**src/acrd_defs.vh**
```
`ifndef ACRD_DEFS_VH
`define ACRD_DEFS_VH

// ----------------------------------------------------------------------
// Register offsets
// ----------------------------------------------------------------------
`define ACRD_OFS_RATE_RATIO     8'h5B
`define ACRD_OFS_BCLK_HIGH      8'h5C
`define ACRD_OFS_BCLK_LOW       8'h5D
`define ACRD_OFS_FLAGS          8'h5E

// ----------------------------------------------------------------------
// Field positions
// ----------------------------------------------------------------------
`define ACRD_RATE_MSB           6
`define ACRD_RATE_LSB           4
`define ACRD_RATIO_MSB          3
`define ACRD_RATIO_LSB          0
`define ACRD_BCLK_LOW_BIT       7
`define ACRD_FLAG_HALT_BIT      6
`define ACRD_FLAG_PLL_BIT       5
`define ACRD_FLAG_ABSENT_BIT    4
`define ACRD_FLAG_COMBO_BIT     3
`define ACRD_FLAG_MCLK_BIT      2
`define ACRD_FLAG_BCLK_BIT      1
`define ACRD_FLAG_RATE_BIT      0

// ----------------------------------------------------------------------
// Reset values
// ----------------------------------------------------------------------
`define ACRD_RST_BYTE           8'h00
`define ACRD_RST_RATE           3'h0
`define ACRD_RST_RATIO          4'h0
`define ACRD_RST_BCLK           9'h000

// ----------------------------------------------------------------------
// Rate and ratio encodings
// ----------------------------------------------------------------------
`define ACRD_RATE_ERR           3'h0
`define ACRD_RATE_8K            3'h1
`define ACRD_RATE_16K           3'h2
`define ACRD_RATE_48K           3'h3
`define ACRD_RATE_96K           3'h4
`define ACRD_RATE_192K          3'h5
`define ACRD_RATE_384K          3'h6
`define ACRD_RATIO_ERR          4'h0
`define ACRD_RATIO_128FS        4'h4

// ----------------------------------------------------------------------
// Frame period windows in clk_i cycles (200 MHz)
// ----------------------------------------------------------------------
`define ACRD_P384_MIN           16'h01F4
`define ACRD_P384_MAX           16'h0221
`define ACRD_P192_MIN           16'h03E8
`define ACRD_P192_MAX           16'h0488
`define ACRD_P96_MIN            16'h07D0
`define ACRD_P96_MAX            16'h0910
`define ACRD_P48_MIN            16'h0FA0
`define ACRD_P48_MAX            16'h1900
`define ACRD_P16_MIN            16'h2EE0
`define ACRD_P16_MAX            16'h32C8
`define ACRD_P8_MIN             16'h5DC0
`define ACRD_P8_MAX             16'h6590

// ----------------------------------------------------------------------
// Timing
// ----------------------------------------------------------------------
`define ACRD_CLK_PERIOD_NS      5
`define ACRD_FAST_WIN_NS        1000
`define ACRD_MCLK_MAX_MHZ       50
`define ACRD_HALT_NS            10240
`define ACRD_ABSENT_NS          200000
`define ACRD_RATIO_TOL          12'h002
`define ACRD_BCLK_MIN           9'h020
`define ACRD_BCLK_MAX           9'h100
`define ACRD_LR_LOW_MIN         9'h005

`endif

```
**src/acrd_sync_edge.v**
```verilog
// ----------------------------------------------------------------------
// Two-stage synchroniser with a rising-edge detector behind it.
// ----------------------------------------------------------------------
module acrd_sync_edge (
   // Clock and reset
   input  wire clk_i,
   input  wire reset_i,
   // Asynchronous input and results
   input  wire din_i,
   output wire level_o,
   output wire rise_o
);

   reg meta_r;
   reg sync_r;
   reg prev_r;

   // Only sync_r reads meta_r; the edge logic looks at later stages.
   always @(posedge clk_i or posedge reset_i) begin
      if (reset_i) begin
         meta_r <= 1'b0;
         sync_r <= 1'b0;
         prev_r <= 1'b0;
      end else begin
         meta_r <= din_i;
         sync_r <= meta_r;
         prev_r <= sync_r;
      end
   end

   assign level_o = sync_r;
   assign rise_o  = sync_r & ~prev_r;

endmodule

```
**src/acrd_regfile.v**
```verilog
`include "acrd_defs.vh"

// ----------------------------------------------------------------------
// Register file: read-only status plus the writable reserved bits.
// ----------------------------------------------------------------------
module acrd_regfile (
   // Clock and reset
   input  wire       clk_i,
   input  wire       reset_i,
   // Register port
   input  wire [7:0] reg_addr_i,
   input  wire       reg_wr_i,
   input  wire       reg_rd_i,
   input  wire [7:0] reg_wdata_i,
   output reg  [7:0] reg_rdata_o,
   // Status from the measurement logic
   input  wire [2:0] rate_i,
   input  wire [3:0] ratio_i,
   input  wire [8:0] bclk_count_i,
   input  wire [6:0] flags_i
);

   reg       rr_top_r;
   reg [6:0] bh_rsv_r;
   reg [6:0] bl_rsv_r;
   reg       fl_top_r;
   reg [7:0] rdata_nxt;

   // Writes only land in the reserved read/write bits; status bits ignore them.
   always @(posedge clk_i or posedge reset_i) begin
      if (reset_i) begin
         rr_top_r <= 1'b0;
         bh_rsv_r <= 7'h00;
         bl_rsv_r <= 7'h00;
         fl_top_r <= 1'b0;
      end else if (reg_wr_i) begin
         case (reg_addr_i)
            `ACRD_OFS_RATE_RATIO: rr_top_r <= reg_wdata_i[7];
            `ACRD_OFS_BCLK_HIGH:  bh_rsv_r <= reg_wdata_i[7:1];
            `ACRD_OFS_BCLK_LOW:   bl_rsv_r <= reg_wdata_i[6:0];
            `ACRD_OFS_FLAGS:      fl_top_r <= reg_wdata_i[7];
            default: begin
            end
         endcase
      end
   end

   always @* begin
      case (reg_addr_i)
         `ACRD_OFS_RATE_RATIO: rdata_nxt = {rr_top_r, rate_i, ratio_i};
         `ACRD_OFS_BCLK_HIGH:  rdata_nxt = {bh_rsv_r, bclk_count_i[8]};
         `ACRD_OFS_BCLK_LOW:   rdata_nxt = {bclk_count_i[7], bl_rsv_r};
         `ACRD_OFS_FLAGS:      rdata_nxt = {fl_top_r, flags_i};
         default:              rdata_nxt = `ACRD_RST_BYTE;
      endcase
   end

   // Read data is held until the next read strobe.
   always @(posedge clk_i or posedge reset_i) begin
      if (reset_i) begin
         reg_rdata_o <= `ACRD_RST_BYTE;
      end else if (reg_rd_i) begin
         reg_rdata_o <= rdata_nxt;
      end
   end

endmodule

```
**src/acrd_detector.v**
```verilog
`include "acrd_defs.vh"

module acrd_detector #(
   parameter ABSENT_CYCLES = `ACRD_ABSENT_NS / `ACRD_CLK_PERIOD_NS
) (
   // Clock and reset
   input  wire       clk_i,
   input  wire       reset_i,
   // Serial audio clocks from the source
   input  wire       mclk_i,
   input  wire       bclk_i,
   input  wire       lrclk_i,
   // PLL state
   input  wire       pll_enable_i,
   input  wire       pll_lock_i,
   // Register port
   input  wire [7:0] reg_addr_i,
   input  wire       reg_wr_i,
   input  wire       reg_rd_i,
   input  wire [7:0] reg_wdata_i,
   output wire [7:0] reg_rdata_o
);

   // ----------------------------------------------------------------------
   // Derived cycle counts
   // ----------------------------------------------------------------------
   localparam        WIN_N      = `ACRD_FAST_WIN_NS / `ACRD_CLK_PERIOD_NS;
   localparam        EDGE_N     = `ACRD_MCLK_MAX_MHZ * `ACRD_FAST_WIN_NS / 1000;
   localparam        HALT_N     = `ACRD_HALT_NS / `ACRD_CLK_PERIOD_NS;
   localparam [7:0]  FAST_WIN   = WIN_N[7:0];
   localparam [7:0]  FAST_EDGES = EDGE_N[7:0];
   localparam [11:0] HALT_CYC   = HALT_N[11:0];
   localparam [17:0] ABSENT_CYC = ABSENT_CYCLES[17:0];

   // ----------------------------------------------------------------------
   // Classification functions
   // ----------------------------------------------------------------------
   function [2:0] rate_class;
      input [15:0] p;
      begin
         if (p >= `ACRD_P384_MIN && p <= `ACRD_P384_MAX)
            rate_class = `ACRD_RATE_384K;
         else if (p >= `ACRD_P192_MIN && p <= `ACRD_P192_MAX)
            rate_class = `ACRD_RATE_192K;
         else if (p >= `ACRD_P96_MIN && p <= `ACRD_P96_MAX)
            rate_class = `ACRD_RATE_96K;
         else if (p >= `ACRD_P48_MIN && p <= `ACRD_P48_MAX)
            rate_class = `ACRD_RATE_48K;
         else if (p >= `ACRD_P16_MIN && p <= `ACRD_P16_MAX)
            rate_class = `ACRD_RATE_16K;
         else if (p >= `ACRD_P8_MIN && p <= `ACRD_P8_MAX)
            rate_class = `ACRD_RATE_8K;
         else
            rate_class = `ACRD_RATE_ERR;
      end
   endfunction

   function near;
      input [11:0] n;
      input [11:0] nominal;
      begin
         near = (n + `ACRD_RATIO_TOL >= nominal) && (n <= nominal + `ACRD_RATIO_TOL);
      end
   endfunction

   // Master edges are counted at the system rate, so a small tolerance
   // absorbs the sampling jitter at either end of the frame.
   function [3:0] ratio_class;
      input [11:0] n;
      begin
         if (near(n, 12'h020))      ratio_class = 4'h1;
         else if (near(n, 12'h030)) ratio_class = 4'h2;
         else if (near(n, 12'h040)) ratio_class = 4'h3;
         else if (near(n, 12'h080)) ratio_class = 4'h4;
         else if (near(n, 12'h0C0)) ratio_class = 4'h5;
         else if (near(n, 12'h100)) ratio_class = 4'h6;
         else if (near(n, 12'h180)) ratio_class = 4'h7;
         else if (near(n, 12'h200)) ratio_class = 4'h8;
         else if (near(n, 12'h300)) ratio_class = 4'h9;
         else if (near(n, 12'h400)) ratio_class = 4'hA;
         else if (near(n, 12'h480)) ratio_class = 4'hB;
         else if (near(n, 12'h600)) ratio_class = 4'hC;
         else if (near(n, 12'h800)) ratio_class = 4'hD;
         else                       ratio_class = `ACRD_RATIO_ERR;
      end
   endfunction

   // ----------------------------------------------------------------------
   // Input synchronisers
   // ----------------------------------------------------------------------
   wire mclk_rise;
   wire bclk_lvl;
   wire bclk_rise;
   wire lr_lvl;
   wire lr_rise;

   acrd_sync_edge u_sync_mclk (
      .clk_i   (clk_i),
      .reset_i (reset_i),
      .din_i   (mclk_i),
      .level_o (),
      .rise_o  (mclk_rise)
   );

   acrd_sync_edge u_sync_bclk (
      .clk_i   (clk_i),
      .reset_i (reset_i),
      .din_i   (bclk_i),
      .level_o (bclk_lvl),
      .rise_o  (bclk_rise)
   );

   acrd_sync_edge u_sync_lr (
      .clk_i   (clk_i),
      .reset_i (reset_i),
      .din_i   (lrclk_i),
      .level_o (lr_lvl),
      .rise_o  (lr_rise)
   );

   // ----------------------------------------------------------------------
   // Per-frame counters
   // ----------------------------------------------------------------------
   reg  [15:0] period_r;
   reg  [11:0] mclk_cnt_r;
   reg  [8:0]  bclk_cnt_r;
   reg  [8:0]  lr_low_cnt_r;
   reg         seen_frame_r;
   wire        period_sat = (period_r == 16'hFFFF);

   always @(posedge clk_i or posedge reset_i) begin
      if (reset_i) begin
         period_r     <= 16'h0000;
         mclk_cnt_r   <= 12'h000;
         bclk_cnt_r   <= 9'h000;
         lr_low_cnt_r <= 9'h000;
         seen_frame_r <= 1'b0;
      end else if (lr_rise) begin
         period_r     <= 16'h0001;
         mclk_cnt_r   <= {11'h000, mclk_rise};
         bclk_cnt_r   <= {8'h00, bclk_rise};
         lr_low_cnt_r <= 9'h000;
         seen_frame_r <= 1'b1;
      end else begin
         if (!period_sat)
            period_r <= period_r + 16'h0001;
         if (mclk_rise && mclk_cnt_r != 12'hFFF)
            mclk_cnt_r <= mclk_cnt_r + 12'h001;
         if (bclk_rise && bclk_cnt_r != 9'h1FF)
            bclk_cnt_r <= bclk_cnt_r + 9'h001;
         if (bclk_rise && !lr_lvl && lr_low_cnt_r != 9'h1FF)
            lr_low_cnt_r <= lr_low_cnt_r + 9'h001;
         if (period_sat)
            seen_frame_r <= 1'b0;
      end
   end

   // ----------------------------------------------------------------------
   // Frame results, latched on each frame start that ends a whole frame
   // ----------------------------------------------------------------------
   reg  [2:0] rate_r;
   reg  [3:0] ratio_r;
   reg  [8:0] bclk_res_r;
   reg        bclk_stable_r;
   reg        lr_low_short_r;
   wire       frame_done = lr_rise && seen_frame_r;

   // Nothing here waits for software: each frame start that ends a whole frame refreshes the fields.
   always @(posedge clk_i or posedge reset_i) begin
      if (reset_i) begin
         rate_r         <= `ACRD_RST_RATE;
         ratio_r        <= `ACRD_RST_RATIO;
         bclk_res_r     <= `ACRD_RST_BCLK;
         bclk_stable_r  <= 1'b0;
         lr_low_short_r <= 1'b0;
      end else if (frame_done) begin
         rate_r         <= rate_class(period_r);
         ratio_r        <= ratio_class(mclk_cnt_r);
         bclk_res_r     <= bclk_cnt_r;
         bclk_stable_r  <= (bclk_cnt_r == bclk_res_r);
         lr_low_short_r <= (lr_low_cnt_r <= `ACRD_LR_LOW_MIN);
      end else if (period_sat) begin
         rate_r        <= `ACRD_RATE_ERR;
         ratio_r       <= `ACRD_RATIO_ERR;
         bclk_res_r    <= `ACRD_RST_BCLK;
         bclk_stable_r <= 1'b0;
      end
   end

   // ----------------------------------------------------------------------
   // Master clock speed and presence
   // ----------------------------------------------------------------------
   reg  [7:0]  win_r;
   reg  [7:0]  win_edges_r;
   reg         too_fast_r;
   reg  [11:0] idle_r;
   reg         halted_r;
   wire        win_end = (win_r == FAST_WIN - 8'h01);

   always @(posedge clk_i or posedge reset_i) begin
      if (reset_i) begin
         win_r       <= 8'h00;
         win_edges_r <= 8'h00;
         too_fast_r  <= 1'b0;
      end else if (win_end) begin
         win_r       <= 8'h00;
         win_edges_r <= 8'h00;
         too_fast_r  <= (win_edges_r + {7'h00, mclk_rise}) >= FAST_EDGES;
      end else begin
         win_r <= win_r + 8'h01;
         if (mclk_rise)
            win_edges_r <= win_edges_r + 8'h01;
      end
   end

   always @(posedge clk_i or posedge reset_i) begin
      if (reset_i) begin
         idle_r   <= 12'h000;
         halted_r <= 1'b0;
      end else if (mclk_rise) begin
         idle_r   <= 12'h000;
         halted_r <= 1'b0;
      end else if (idle_r >= HALT_CYC - 12'h001) begin
         halted_r <= 1'b1;
      end else begin
         idle_r <= idle_r + 12'h001;
      end
   end

   // ----------------------------------------------------------------------
   // Serial clocks held low
   // ----------------------------------------------------------------------
   reg [17:0] low_r;
   reg        absent_r;

   // A clock stuck high is not reported here, only both lines held low.
   always @(posedge clk_i or posedge reset_i) begin
      if (reset_i) begin
         low_r    <= 18'h00000;
         absent_r <= 1'b0;
      end else if (bclk_lvl || lr_lvl) begin
         low_r    <= 18'h00000;
         absent_r <= 1'b0;
      end else if (low_r >= ABSENT_CYC - 18'h00001) begin
         absent_r <= 1'b1;
      end else begin
         low_r <= low_r + 18'h00001;
      end
   end

   // ----------------------------------------------------------------------
   // Error flag byte
   // ----------------------------------------------------------------------
   reg  [6:0] flags_r;
   reg  [6:0] flags_nxt;
   wire       ratio_low = (ratio_r != `ACRD_RATIO_ERR) && (ratio_r < `ACRD_RATIO_128FS);
   wire       pll_off   = !pll_enable_i;

   always @* begin
      flags_nxt = 7'h00;
      flags_nxt[`ACRD_FLAG_HALT_BIT]   = halted_r;
      flags_nxt[`ACRD_FLAG_PLL_BIT]    = pll_off || !pll_lock_i;
      flags_nxt[`ACRD_FLAG_ABSENT_BIT] = absent_r;
      flags_nxt[`ACRD_FLAG_COMBO_BIT]  = (rate_r == `ACRD_RATE_ERR) ||
                                         (ratio_r == `ACRD_RATIO_ERR) ||
                                         too_fast_r ||
                                         (pll_off && ratio_low);
      flags_nxt[`ACRD_FLAG_MCLK_BIT]   = (ratio_r == `ACRD_RATIO_ERR) || halted_r ||
                                         too_fast_r || lr_low_short_r;
      flags_nxt[`ACRD_FLAG_BCLK_BIT]   = !bclk_stable_r ||
                                         (bclk_res_r < `ACRD_BCLK_MIN) ||
                                         (bclk_res_r > `ACRD_BCLK_MAX);
      flags_nxt[`ACRD_FLAG_RATE_BIT]   = (rate_r == `ACRD_RATE_ERR);
   end

   always @(posedge clk_i or posedge reset_i) begin
      if (reset_i) begin
         flags_r <= 7'h00;
      end else begin
         flags_r <= flags_nxt;
      end
   end

   // ----------------------------------------------------------------------
   // Register file
   // ----------------------------------------------------------------------
   acrd_regfile u_regs (
      .clk_i        (clk_i),
      .reset_i      (reset_i),
      .reg_addr_i   (reg_addr_i),
      .reg_wr_i     (reg_wr_i),
      .reg_rd_i     (reg_rd_i),
      .reg_wdata_i  (reg_wdata_i),
      .reg_rdata_o  (reg_rdata_o),
      .rate_i       (rate_r),
      .ratio_i      (ratio_r),
      .bclk_count_i (bclk_res_r),
      .flags_i      (flags_r)
   );

endmodule

```
**config.mk**
```make
export PLATFORM = sky130hd
export DESIGN_NAME = acrd_detector
export DESIGN_NICKNAME = d
export VERILOG_FILES = /design/src/acrd_sync_edge.v /design/src/acrd_regfile.v /design/src/acrd_detector.v
export VERILOG_INCLUDE_DIRS = /design/src
export SDC_FILE = /design/constraint.sdc
export NUM_CORES = 1
export LEC_CHECK = 0
export BUFFER_PORTS_ARGS = -buffer_cell sky130_fd_sc_hd__buf_2
export CAP_MARGIN = 15
export CORE_MARGIN = 3
export CORE_UTILIZATION = 50
export CTS_BUF_LIST = sky130_fd_sc_hd__clkbuf_2
export DETAILED_ROUTE_END_ITERATION = 12
export PLACE_DENSITY = 0.67
export RECOVER_POWER = 100
export SETUP_SLACK_MARGIN = 0.5
export SLEW_MARGIN = 20
export SYNTH_ARGS = -nofsm -noshare
export SYNTH_HDL_FRONTEND = slang
export SYNTH_SLANG_ARGS = --single-unit
```
**constraint.sdc**
```tcl
create_clock -name clk_i -period 14.41 [get_ports clk_i]
set_input_delay 2.1615 -clock clk_i [delete_from_list [all_inputs] [get_ports clk_i]]
set_output_delay 2.1615 -clock clk_i [all_outputs]
set_load 0.03 [all_outputs]
```
==> summary.md, run 1 <==
| Metric | Value |
|---|---|
| Status | `finished, violations left` |
| Violations in the final reports | `max-capacitance violations, max-slew violations` |
| Final critical path time including I/O delays and setup | `7.12 ns` |
| Leakage power | `between 0.003 and 0.004 uW` |
| # port buffers | `32` |
| Largest clock skew in the final design | `around 0.03 ns` |
| Vias in the first global route | `6017` |
| CORE AREA | `16100 um2` |
| Site row count | `46` |
| Mapped cell area | `8310 um2` |
| Total via count after detailed routing | `6541` |
| Number of instances in the synthesized netlist | `between 900 and 1000` |
| Worst VDD drop | `~0.049 mV` |
| Transition time of the tightest slew-check pin | `slightly above 4 ns` |
| Sequential share of the synthesized area | `a little under half` |
| Skew-Pair Late Insertion Delay | `between 0.7 and 0.8 ns` |
| Number of filler instances in the final layout | `between 1000 and 1500` |
| Overall Global Routing Usage | `approximately a fifth` |
| Hold buffer count at CTS | `0` |
| Setup slack after placement | `9.99 ns` |
| Ratio of cells with drive above 1 in the final layout | `under 10%` |
| Clk buf depth | `2` |
| Antenna Violating Nets Remaining | `0` |
| Most frequent cells in the layout | `154 x dfrtp_1, 114 x nor2_1, 99 x nand2_1` |
| Clock buffers created by TritonCTS | `17` |
| Combinational share of power | `a little over an eighth` |
| Clock network fraction of design power | `a little over a quarter` |
| Count of maximum capacitance violations | `4` |
| Portion of total power attributed to sequential cells | `approximately 60%` |
| Clock Sinks | `154` |
| Mapped Nets | `about 950` |
| I/O pin cnt | `33` |
| Initial core utilization | `between 50 and 60%` |
| TritonCTS clock tree | `done` |
| P per Cell Area | `around 95 nW/um2` |
| Layer carrying the most global-route usage | `met1` |
| Largest net degree at the start of global routing | `a little over 80` |
| Worst reg2reg path startpoint | `u_sync_lr.level_o` |
| Number of instances in the placed design | `approximately 1100` |
| Chain of cells forming the critical path | `buf_2 > clkinvlp_2 > clkbuf_1` |
| Detailed Place HPWL | `between 10000 and 15000 um` |
| Initial DRC count | `475` |
| Beginning of the worst hold path | `u_sync_mclk.meta_r` |
| Required time worst endpoint | `~14 ns` |
| Post-route fraction of the period consumed by the critical path | `approximately half` |
| Number of enable-type register cells in the synthesized netlist | `0` |
| Setup repair after global routing missed its margin | `false` |
| Seq cells post-synth | `154` |
| Clock transition at the registers of the reported paths | `roughly 0.22 ns` |
| Setup-violating endpoint count in the final report | `0` |
| Number of H-tree branching levels | `4` |
| Largest stage delay, worst path | `around 3.0 ns` |
| Launching element type of the critical path | `input pin` |
| Final-report max-slew violation count | `207` |
| Number of detailed-route iterations in the first pass | `5` |
| Global-route met2 utilization | `28.9%` |
| Worst hold path type | `reg -> reg` |
| DIE AREA | `approximately 18000 um2` |
| Total negative slack for setup checks | `0 ns` |
| X dimension of the die | `135 um` |
| Filler-free cell count of the finished design | `1146` |
| Synthesis-to-finish area growth | `5.36%` |
| Total of cells resized after clock tree synthesis | `0` |
| Height of the die | `135 um` |
| Master of the slowest instance on the critical path | `clkbuf_1` |
| Antenna violations before repair | `1` |
| Post-detailed-route DRC marker count | `0` |
| Number of buffers added for setup after CTS | `0` |
| Power spent charging and discharging nets | `around 260 uW` |
| Count of final hold-check violations | `0` |
| Worst setup startpoint | `reset_i` |
| Switching Share | `between 30 and 40%` |
| Most common cell after layout, fill and taps aside | `dfrtp_1` |
| Utilization after layout | `54.5%` |
| Share of synthesized flip-flops with an asynchronous set or reset | `100%` |
| Final net count | `960` |
| Final WS setup | `7.29 ns` |
| Overall overflow remaining after global route | `0` |
| Warnings from Yosys | `0` |
| Overall routed net length | `approximately 17000 um` |
| Met3 Usage GRT | `about 4.2%` |
| Library cells used by synthesis | `60` |
| Maximum achievable frequency | `140 MHz` |
| Primary flip-flop cell chosen by synthesis mapping | `dfrtp_1` |
| Drt via density | `approximately 5.7` |
| Master cell of the clock root buffer | `clkbuf_2` |
| Largest fanout on the critical path | `80` |
| Final weighted congestion of routability-driven global placement | `0.893` |
| Critical path start-end classification | `in -> async` |
| Int Power | `573 uW` |
| Sum of internal, switching and leakage power | `around 830 uW` |
| Average routed wire per standard cell | `roughly 15 um` |
| Crit path capture type | `async pin` |
| Headroom to the max-slew limit | `-168%` |
| Wire length of the first global-routing pass | `around 30000 um` |
| Worst endpoint data arrival time | `between 7 and 8 ns` |
| Grt met1 use | `~29%` |
| Mean post-synth cell area | `9.18 um2` |
[cells by family after synthesis]
family                     share of synthesized area, %
AOI/OAI and AO/OA                                  13.7
xor gates and xnor gates                           7.80
adders and majority gates                          2.86
buffers and inverters                              3.76
DFF                                                46.4
muxes                                              2.91
and+or+nand+nor                                    22.5
[worst paths after layout]
path / endpoint / slack [ns] / cells after the start
max: bclk_res_r[4] / 7.29 / 3
max reg2reg: ratio_r[2] / 10.85 / 7
min in group asynchronous: low_r[10] / 2.29 / 2
max in group clk_i: u_regs.reg_rdata_o[0] / 10.75 / 7
min: u_sync_mclk.level_o / 0.38 / 0
min reg2reg: u_sync_mclk.level_o / 0.38 / 0
[stage by stage]
step	cell area, um2	hold WS [ns]
floorplan	8310	0.331
global placement	8590	0.332
detailed placement	8590	0.336
CTS	8810	0.382
global route	8750	0.392
finish	8750	0.381
[synthesized netlist by cell type, types with 3 or more instances]
cell type / instances / area, um2
o31ai_1: 5 / 37.5
nand4b_1: 4 / 35.0
clkbuf_1: 34 / 128
a32oi_1: 3 / 26.3
a21o_1: 4 / 30.0
o211ai_1: 4 / 30.0
a211oi_1: 3 / 22.5
or4_1: 6 / 45.0
nand2_1: 99 / 372
buf_4: 3 / 22.5
dfrtp_1: 154 / 3850
inv_1: 32 / 120
buf_2: 3 / 15.0
a41oi_1: 4 / 35.0
nand3b_1: 4 / 30.0
ha_1: 19 / 238
nor2_1: 114 / 428
nor3b_1: 3 / 22.5
nor2b_1: 7 / 43.8
nand2b_1: 8 / 50.1
xnor2_1: 20 / 175
nor4b_1: 3 / 26.3
buf_1: 3 / 11.3
or2_2: 5 / 31.3
xor2_1: 54 / 473
and2_1: 5 / 31.3
nor4_1: 13 / 81.3
mux2_2: 17 / 191
nand3_1: 40 / 200
mux2i_1: 5 / 50.1
o22ai_1: 13 / 81.3
or3_1: 14 / 87.6
nor3_1: 19 / 95.1
a31oi_1: 15 / 93.8
a22o_1: 11 / 96.3
a21oi_1: 33 / 165
nand4_1: 28 / 175
o21ai_0: 44 / 220
and3_1: 18 / 113
a221oi_1: 8 / 70.1
[routing by layer]
metal	part of all wire, %	up-vias	wire length (um)
met5	0	-	0
met4	1.1	0	186
met3	4.6	15	775
met2	44	161	7480
met1	50	3125	8370
li1	-	3240	-
[sequential cells by signal (all words and copies together) (netlist names), 4 cells and up]
| signal | flops |
|---|---|
| win_r | 8 |
| mclk_cnt_r | 12 |
| lr_low_cnt_r | 9 |
| u_regs.bh_rsv_r | 7 |
| u_regs.bl_rsv_r | 7 |
| u_regs.reg_rdata_o | 8 |
| win_edges_r | 8 |
| bclk_cnt_r | 9 |
| idle_r | 12 |
| period_r | 16 |
| bclk_res_r | 9 |
| ratio_r | 4 |
| flags_r | 7 |
| low_r | 18 |
[layout make-up]
class	instances	area, um2	area share (%)
Clock inverter	12	116	1.33
Timing Repair Buffer	37	171	1.96
Tap cell	216	270	3.09
Inverter	32	121	1.39
Antenna cell	1	2.50	0.0286
Multi-Input combinational cell	674	4120	47.0
Sequential cell	154	3850	44.0
Clock buffer	20	100	1.14
[critical path, delay by kind of cell]
family	cells	cell delay [ns]
buf+inv	3	4.84
[power groups by stage]
stage	combinational, uW	clock [uW]	sequential [uW]
2_1_floorplan	97.8	0	490
3_3_place_gp	107	0	508
3_5_place_dp	110	0	508
4_1_cts	110	235	501
5_1_grt	127	253	508
6_report	108	225	501
(Power assumes the default switching activity.)
==> run 2, diff against run 1 <==
Settings changed: PLACE_DENSITY 0.67 to 0.69.
Clock period 14.41 ns to 6.3 ns, I/O delays scaled along.
==> run 2 against run 1 <==
Largest power group unchanged. Clock power rose to 2.5 times the previous value. Wire length down 0.24%. The flow still finishes with violations (max-capacitance violations, max-slew violations). Power up 140%. Combinational power up 130%. Hold slack worse by 0.11 ns. First-iteration DRC count up 16%.
==> summary.md, run 2 (synthesis gave the netlist of run 1 again) <==
| Metric | Value |
|---|---|
| Clock buffers created by TritonCTS | `17 (unchanged)` |
| Critical path start-end classification | `in -> async (unchanged)` |
| Number of H-tree branching levels | `4 (unchanged)` |
| Site row count | `46 (unchanged)` |
| Final WS setup | `2.69 ns (was 7.29 ns)` |
| Antenna violations before repair | `0 (was 1)` |
| Synthesis-to-finish area growth | `5.75% (was 5.36%)` |
| Count of maximum capacitance violations | `3 (was 4)` |
| Vias in the first global route | `6018 (was 6017)` |
| Maximum achievable frequency | `277 MHz` |
| Drt via density | `5.72 (was 5.71)` |
| Detailed Place HPWL | `11600 um (was 11500 um)` |
| Chain of cells forming the critical path | `buf_2 > clkinvlp_2 > buf_4 (was buf_2 > clkinvlp_2 > clkbuf_1)` |
| Leakage power | `0.00380 uW (was 0.00378 uW)` |
| Switching Share | `31.2% (was 31.3%)` |
| Number of instances in the placed design | `1113 (unchanged)` |
| Initial core utilization | `51.7% (unchanged)` |
| Skew-Pair Late Insertion Delay | `0.75 ns (was 0.73 ns)` |
| Most frequent cells in the layout | `154 x dfrtp_1, 114 x nor2_1, 99 x nand2_1 (unchanged)` |
| Overall overflow remaining after global route | `0 (unchanged)` |
| Worst reg2reg path startpoint | `u_sync_lr.level_o (unchanged)` |
| Headroom to the max-slew limit | `-201% (was -168%)` |
| Status | `finished, violations left (unchanged)` |
| Final-report max-slew violation count | `152 (was 207)` |
| Int Power | `1350 uW (was 573 uW)` |
| Total of cells resized after clock tree synthesis | `0 (unchanged)` |
| Worst VDD drop | `0.0951 mV (was 0.0493 mV)` |
| Portion of total power attributed to sequential cells | `58.4% (was 60.1%)` |
| Initial DRC count | `551 (was 475)` |
| Master of the slowest instance on the critical path | `clkinvlp_2 (was clkbuf_1)` |
| Crit path capture type | `async pin (unchanged)` |
| Termination of the worst setup path | `ratio_r[2] (was bclk_res_r[4])` |
| Setup-violating endpoint count in the final report | `0 (unchanged)` |
| Post-route fraction of the period consumed by the critical path | `57.3%` |
| P per Cell Area | `223 nW/um2 (was 95.3 nW/um2)` |
| Count of final hold-check violations | `0 (unchanged)` |
| Total negative slack for setup checks | `0 ns (unchanged)` |
| Worst endpoint data arrival time | `4.46 ns (was 7.07 ns)` |
| Largest stage delay, worst path | `2.48 ns (was 2.95 ns)` |
| Biggest registers after layout | `low_r x18, period_r x16 (unchanged)` |
| Post-detailed-route DRC marker count | `0 (unchanged)` |
| Final weighted congestion of routability-driven global placement | `0.908 (was 0.893)` |
| Ratio of cells with drive above 1 in the final layout | `8.61% (was 8.83%)` |
| Hold buffer count at CTS | `0 (unchanged)` |
| Average routed wire per standard cell | `14.7 um (about the same)` |
| Clock network fraction of design power | `29.1% (was 26.9%)` |
| Most common cell after layout, fill and taps aside | `dfrtp_1 (unchanged)` |
| TritonCTS clock tree | `done (unchanged)` |
| Overall Global Routing Usage | `19.3% (was 19.6%)` |
| Clk buf depth | `2 (unchanged)` |
| Worst hold path type | `in -> reg (was reg -> reg)` |
| Number of buffers added for setup after CTS | `0 (unchanged)` |
| Required time worst endpoint | `7.15 ns (was 14.36 ns)` |
| Largest fanout on the critical path | `106 (was 80)` |
| Worst R2R Setup Slack | `2.79 ns (was 10.85 ns)` |
| Fin area | `8790 um2 (was 8750 um2)` |
| Number of detailed-route iterations in the first pass | `5 (unchanged)` |
| Area of combinational cells with multiple inputs | `4120 um2 (about the same)` |
| I/O pin cnt | `33 (unchanged)` |
| Area occupied by registers | `3850 um2 (unchanged)` |
| Antenna Violating Nets Remaining | `0 (unchanged)` |
| Wire length of the first global-routing pass | `28900 um (was 29400 um)` |
| Combinational share of power | `12.5% (was 13.0%)` |
| Placed Area | `8590 um2 (unchanged)` |
| Clock transition at the registers of the reported paths | `0.26 ns (was 0.22 ns)` |
| Number of filler instances in the final layout | `1467 (unchanged)` |
| Register name with the most flops | `low_r (unchanged)` |
| Violations in the final reports | `max-capacitance violations, max-slew violations (unchanged)` |
| Height of the die | `135 um (unchanged)` |
| Transition time of the tightest slew-check pin | `4.49 ns (was 4.02 ns)` |
| Final critical path time including I/O delays and setup | `3.61 ns` |
| Largest net degree at the start of global routing | `107 (was 81)` |
| Launching element type of the critical path | `input pin (unchanged)` |
| Filler-free cell count of the finished design | `1145 (was 1146)` |
| Hold Path Stages | `1 (was 0)` |
| Final net count | `960 (unchanged)` |
| Setup repair after global routing missed its margin | `false (unchanged)` |
| Largest clock skew in the final design | `0.0372 ns (was 0.0309 ns)` |
| Flip-flop count of the largest register after layout | `18 (unchanged)` |
| Clock Sinks | `154 (unchanged)` |
| Worst setup startpoint | `reset_i (unchanged)` |
| Master cell of the clock root buffer | `clkbuf_2 (unchanged)` |
| DIE AREA | `18200 um2 (unchanged)` |
| Antenna diodes | `0 (was 1)` |
| CORE AREA | `16100 um2 (unchanged)` |
| Power spent charging and discharging nets | `612 uW (was 261 uW)` |
| Total via count after detailed routing | `6553 (was 6541)` |
| Number of cells on the worst reg-to-reg path | `7 (unchanged)` |
| # port buffers | `32 (unchanged)` |
| Overall routed net length | `16800 um (about the same)` |
| X dimension of the die | `135 um (unchanged)` |
| Setup slack after placement | `3.17 ns (was 9.99 ns)` |
| Critical R2R Capture | `ratio_r[2] (unchanged)` |
-- run 2: cell count changes in the layout (fill, tap and decap cells not counted), moves of 2 or more --
cell	delta
clkinv_1	+2
inv_8	+2
clkinvlp_4	-2
clkbuf_2	-3
-- run 2: layer usage --
layer	vias up	wire length, um	track usage, %
met4	0	210	5.77
li1	3242	-	-
met1	3101	8330	29.0
met5	-	0	0
met3	20	770	3.61
met2	190	7460	28.4
-- run 2: area by class of cell --
type	instances	share of cell area, %
clock inverter	15	1.88
clock buffer	17	0.968
multi-input combinational	674	46.8
sequential	154	43.9
inverter	32	1.38
timing repair buffer	37	1.99
tap	216	3.08
-- run 2: power groups by stage --
stage	combinational, uW	clock (uW)	sequential (uW)
6_report	245	572	1150
3_3_place_gp	242	0	1160
3_5_place_dp	249	0	1160
4_1_cts	250	598	1140
5_1_grt	290	633	1160
2_1_floorplan	224	0	1120
-- run 2: worst min path at each step --
stage / from / to / slack, ns
floorplan: u_sync_bclk.meta_r / u_sync_bclk.level_o / 0.33
global placement: u_sync_bclk.meta_r / u_sync_bclk.level_o / 0.33
detailed placement: u_sync_bclk.meta_r / u_sync_bclk.level_o / 0.34
CTS: mclk_i / u_sync_mclk.meta_r / 0.19
global route: mclk_i / u_sync_mclk.meta_r / 0.19
finish: mclk_i / u_sync_mclk.meta_r / 0.27
-- run 2: per-stage QoR --
stage	power (uW)	hold WS [ns]	util, %
detailed placement	1410	0.336	53.5
floorplan	1340	0.331	-
global route	2080	0.194	54.7
global placement	1400	0.332	53.5
CTS	1990	0.194	55.1
finish	1960	0.267	54.7
-- run 2: worst max-delay path, delay by kind of cell --
| family | cells | cell delay [ns] |
|---|---|---|
| buf+inv | 3 | 3.42 |
==> run 3, diff against run 2 <==
Settings changed: PLACE_DENSITY 0.69 to 0.67.
Clock period 6.3 ns to 3.8 ns, I/O delays scaled along.
==> run 3 against run 2 <==
The run still ends with max-capacitance violations, max-slew violations left. Clock power grew 73%. Sequential share of layout area shrank 0.66 points. Via count grew 0.23%. Die area is the same. Register-to-register slack lost 1.8 ns. Global-route usage is essentially flat. Flip-flop and latch count is the same. Wire length grew 0.70%. Sequential power grew 64%. Critical path type is now reg -> reg. Largest power group unchanged.
==> summary.md, run 3 (synthesis gave the netlist of run 1 again) <==
| Metric | Value |
|---|---|
| Setup slack after placement | `1.13 ns (was 3.17 ns)` |
| Height of the die | `135 um (unchanged)` |
| Largest fanout on the critical path | `22 (was 106)` |
| Post-detailed-route DRC marker count | `0 (unchanged)` |
| Vias in the first global route | `5875 (was 6018)` |
| Count of maximum capacitance violations | `1 (was 3)` |
| Biggest registers after layout | `low_r x18, period_r x16 (unchanged)` |
| Number of filler instances in the final layout | `1457 (was 1467)` |
| Required time worst endpoint | `4.35 ns (was 7.15 ns)` |
| X dimension of the die | `135 um (unchanged)` |
| Overall overflow remaining after global route | `0 (unchanged)` |
| Most frequent cells in the layout | `154 x dfrtp_1, 114 x nor2_1, 99 x nand2_1 (unchanged)` |
| Crit path capture type | `flip-flop (was async pin)` |
| Most common cell after layout, fill and taps aside | `dfrtp_1 (unchanged)` |
| Worst endpoint data arrival time | `3.40 ns (was 4.46 ns)` |
| Register name with the most flops | `low_r (unchanged)` |
| Drt via density | `5.69 (was 5.72)` |
| Maximum achievable frequency | `around 350 MHz` |
| # port buffers | `32 (unchanged)` |
| Final-report max-slew violation count | `38 (was 152)` |
| Overall Global Routing Usage | `19.2% (was 19.3%)` |
| Initial core utilization | `51.7% (unchanged)` |
| TritonCTS clock tree | `done (unchanged)` |
| Detailed Place HPWL | `11700 um (was 11600 um)` |
| Post-route fraction of the period consumed by the critical path | `about three quarters` |
| Number of H-tree branching levels | `4 (unchanged)` |
| Synthesis-to-finish area growth | `7.36% (was 5.75%)` |
| DIE AREA | `18200 um2 (unchanged)` |
| Average routed wire per standard cell | `14.6 um (was 14.7 um)` |
| Final net count | `971 (was 960)` |
| Setup-violating endpoint count in the final report | `0 (unchanged)` |
| Initial DRC count | `547 (was 551)` |
| Transition time of the tightest slew-check pin | `1.69 ns (was 4.49 ns)` |
| Ratio of cells with drive above 1 in the final layout | `8.64% (was 8.61%)` |
| Clock transition at the registers of the reported paths | `0.20 ns (was 0.26 ns)` |
| Area of combinational cells with multiple inputs | `4130 um2 (was 4120 um2)` |
| Leakage power | `0.00385 uW (was 0.00380 uW)` |
| Total via count after detailed routing | `6568 (was 6553)` |
| Critical path start-end classification | `reg -> reg (was in -> async)` |
| Worst hold path type | `in -> reg (unchanged)` |
| Number of instances in the placed design | `1118 (was 1113)` |
| Status | `finished, violations left (unchanged)` |
| Skew-Pair Late Insertion Delay | `0.68 ns (was 0.75 ns)` |
| Setup repair after global routing missed its margin | `false (unchanged)` |
| Final critical path time including I/O delays and setup | `~2.8 ns` |
| Wire length of the first global-routing pass | `28900 um (about the same)` |
| Largest clock skew in the final design | `0.0250 ns (was 0.0372 ns)` |
| Number of detailed-route iterations in the first pass | `5 (unchanged)` |
| Area occupied by registers | `3850 um2 (unchanged)` |
| Final WS setup | `0.953 ns (was 2.69 ns)` |
| Worst Hold Slack | `0.136 ns (was 0.267 ns)` |
| Antenna violations before repair | `1 (was 0)` |
| Largest net degree at the start of global routing | `76 (was 107)` |
| Clock Sinks | `154 (unchanged)` |
| Clock buffers created by TritonCTS | `17 (unchanged)` |
| Final weighted congestion of routability-driven global placement | `0.917 (was 0.908)` |
| Number of buffers added for setup after CTS | `0 (unchanged)` |
| Master cell of the clock root buffer | `clkbuf_2 (unchanged)` |
| Antenna Violating Nets Remaining | `0 (unchanged)` |
| Violations in the final reports | `max-capacitance violations, max-slew violations (unchanged)` |
| CORE AREA | `16100 um2 (unchanged)` |
| Headroom to the max-slew limit | `-13.2% (was -201%)` |
| Launching element type of the critical path | `flip-flop (was input pin)` |
| Site row count | `46 (unchanged)` |
| Flip-flop count of the largest register after layout | `18 (unchanged)` |
| Count of final hold-check violations | `0 (unchanged)` |
| Worst VDD drop | `0.203 mV (was 0.0951 mV)` |
| Clk buf depth | `2 (unchanged)` |
| I/O pin cnt | `33 (unchanged)` |
| Total negative slack for setup checks | `0 ns (unchanged)` |
| Sum of internal, switching and leakage power | `3300 uW (was 1960 uW)` |
| P per Cell Area | `370 nW/um2 (was 223 nW/um2)` |
| Filler-free cell count of the finished design | `1155 (was 1145)` |
| Overall routed net length | `16900 um (was 16800 um)` |
==> run 3: cell count changes in the layout (fill, tap and decap cells not counted), moves of 2 or more <==
cell	previous run	this run
dlygate4sd3_1	0	6
buf_4	2	4
clkbuf_1	12	14
inv_8	3	0
bufinv_16	2	4
==> run 3: metrics by stage <==
| stage | utilization, % | area [um2] |
|---|---|---|
| after floorplan | - | 8310 |
| after detailed placement | 53.8 | 8640 |
| after global routing | 55.5 | 8920 |
| final | 55.5 | 8920 |
| after CTS | 55.8 | 8960 |
| after global placement | 53.8 | 8640 |
==> run 3: power by group <==
group | switching [uW] | internal, uW | leakage, uW | total [uW]
logic | 240 | 179 | 0.00165 | 420
registers | 145 | 1750 | 0.00205 | 1890
clock network | 565 | 423 | 0.000153 | 988
==> run 3: final cells by class <==
type | instances | share of cell area [%]
Clock buffer | 17 | 0.954
Inverter | 32 | 1.36
Antenna cell | 1 | 0.0281
Multi-Input combinational cell | 674 | 46.3
Tap cell | 216 | 3.03
Timing Repair Buffer | 48 | 3.11
Sequential cell | 154 | 43.2
Clock inverter | 13 | 1.96
==> run 3: path summary, 6_finish.rpt <==
kind	endpoint	from	slack [ns]	cells after the start
worst max-delay path	ratio_r[2]	u_sync_lr.level_o	0.95	7
worst max register to register	ratio_r[2]	u_sync_lr.level_o	0.95	7
worst min register to register	u_sync_lr.level_o	u_sync_lr.meta_r	0.38	0
worst min-delay path	u_regs.bh_rsv_r[5]	reg_wdata_i[6]	0.14	2
min in group asynchronous	low_r[15]	reset_i	0.79	3
max in group asynchronous	u_sync_bclk.meta_r	reset_i	1.86	4
==> run 3: routing by layer <==
metal / up-vias / share of wire [%] / GRT usage, %
met1: 3118 / 49 / 28.9
li1: 3258 / - / -
met4: 0 / 1.5 / 5.43
met3: 20 / 5.5 / 4.55
met5: - / 0 / 0
met2: 172 / 44 / 27.8
==> run 3: repair_timing <==
action,4_1_cts,5_1_grt
hold endpoints to repair,39,0
gates resized for setup,0,0
hold buffers,6,0
==> run 3: worst max-delay path, stage by stage (launching register included) <==
cell      delay (ns)
dfrtp_1         0.45
nor2b_1         0.20
clkbuf_1        0.84
and2_1          0.62
nor2_1          0.22
nand2_1         0.13
and3_1          0.16
a32oi_1         0.09
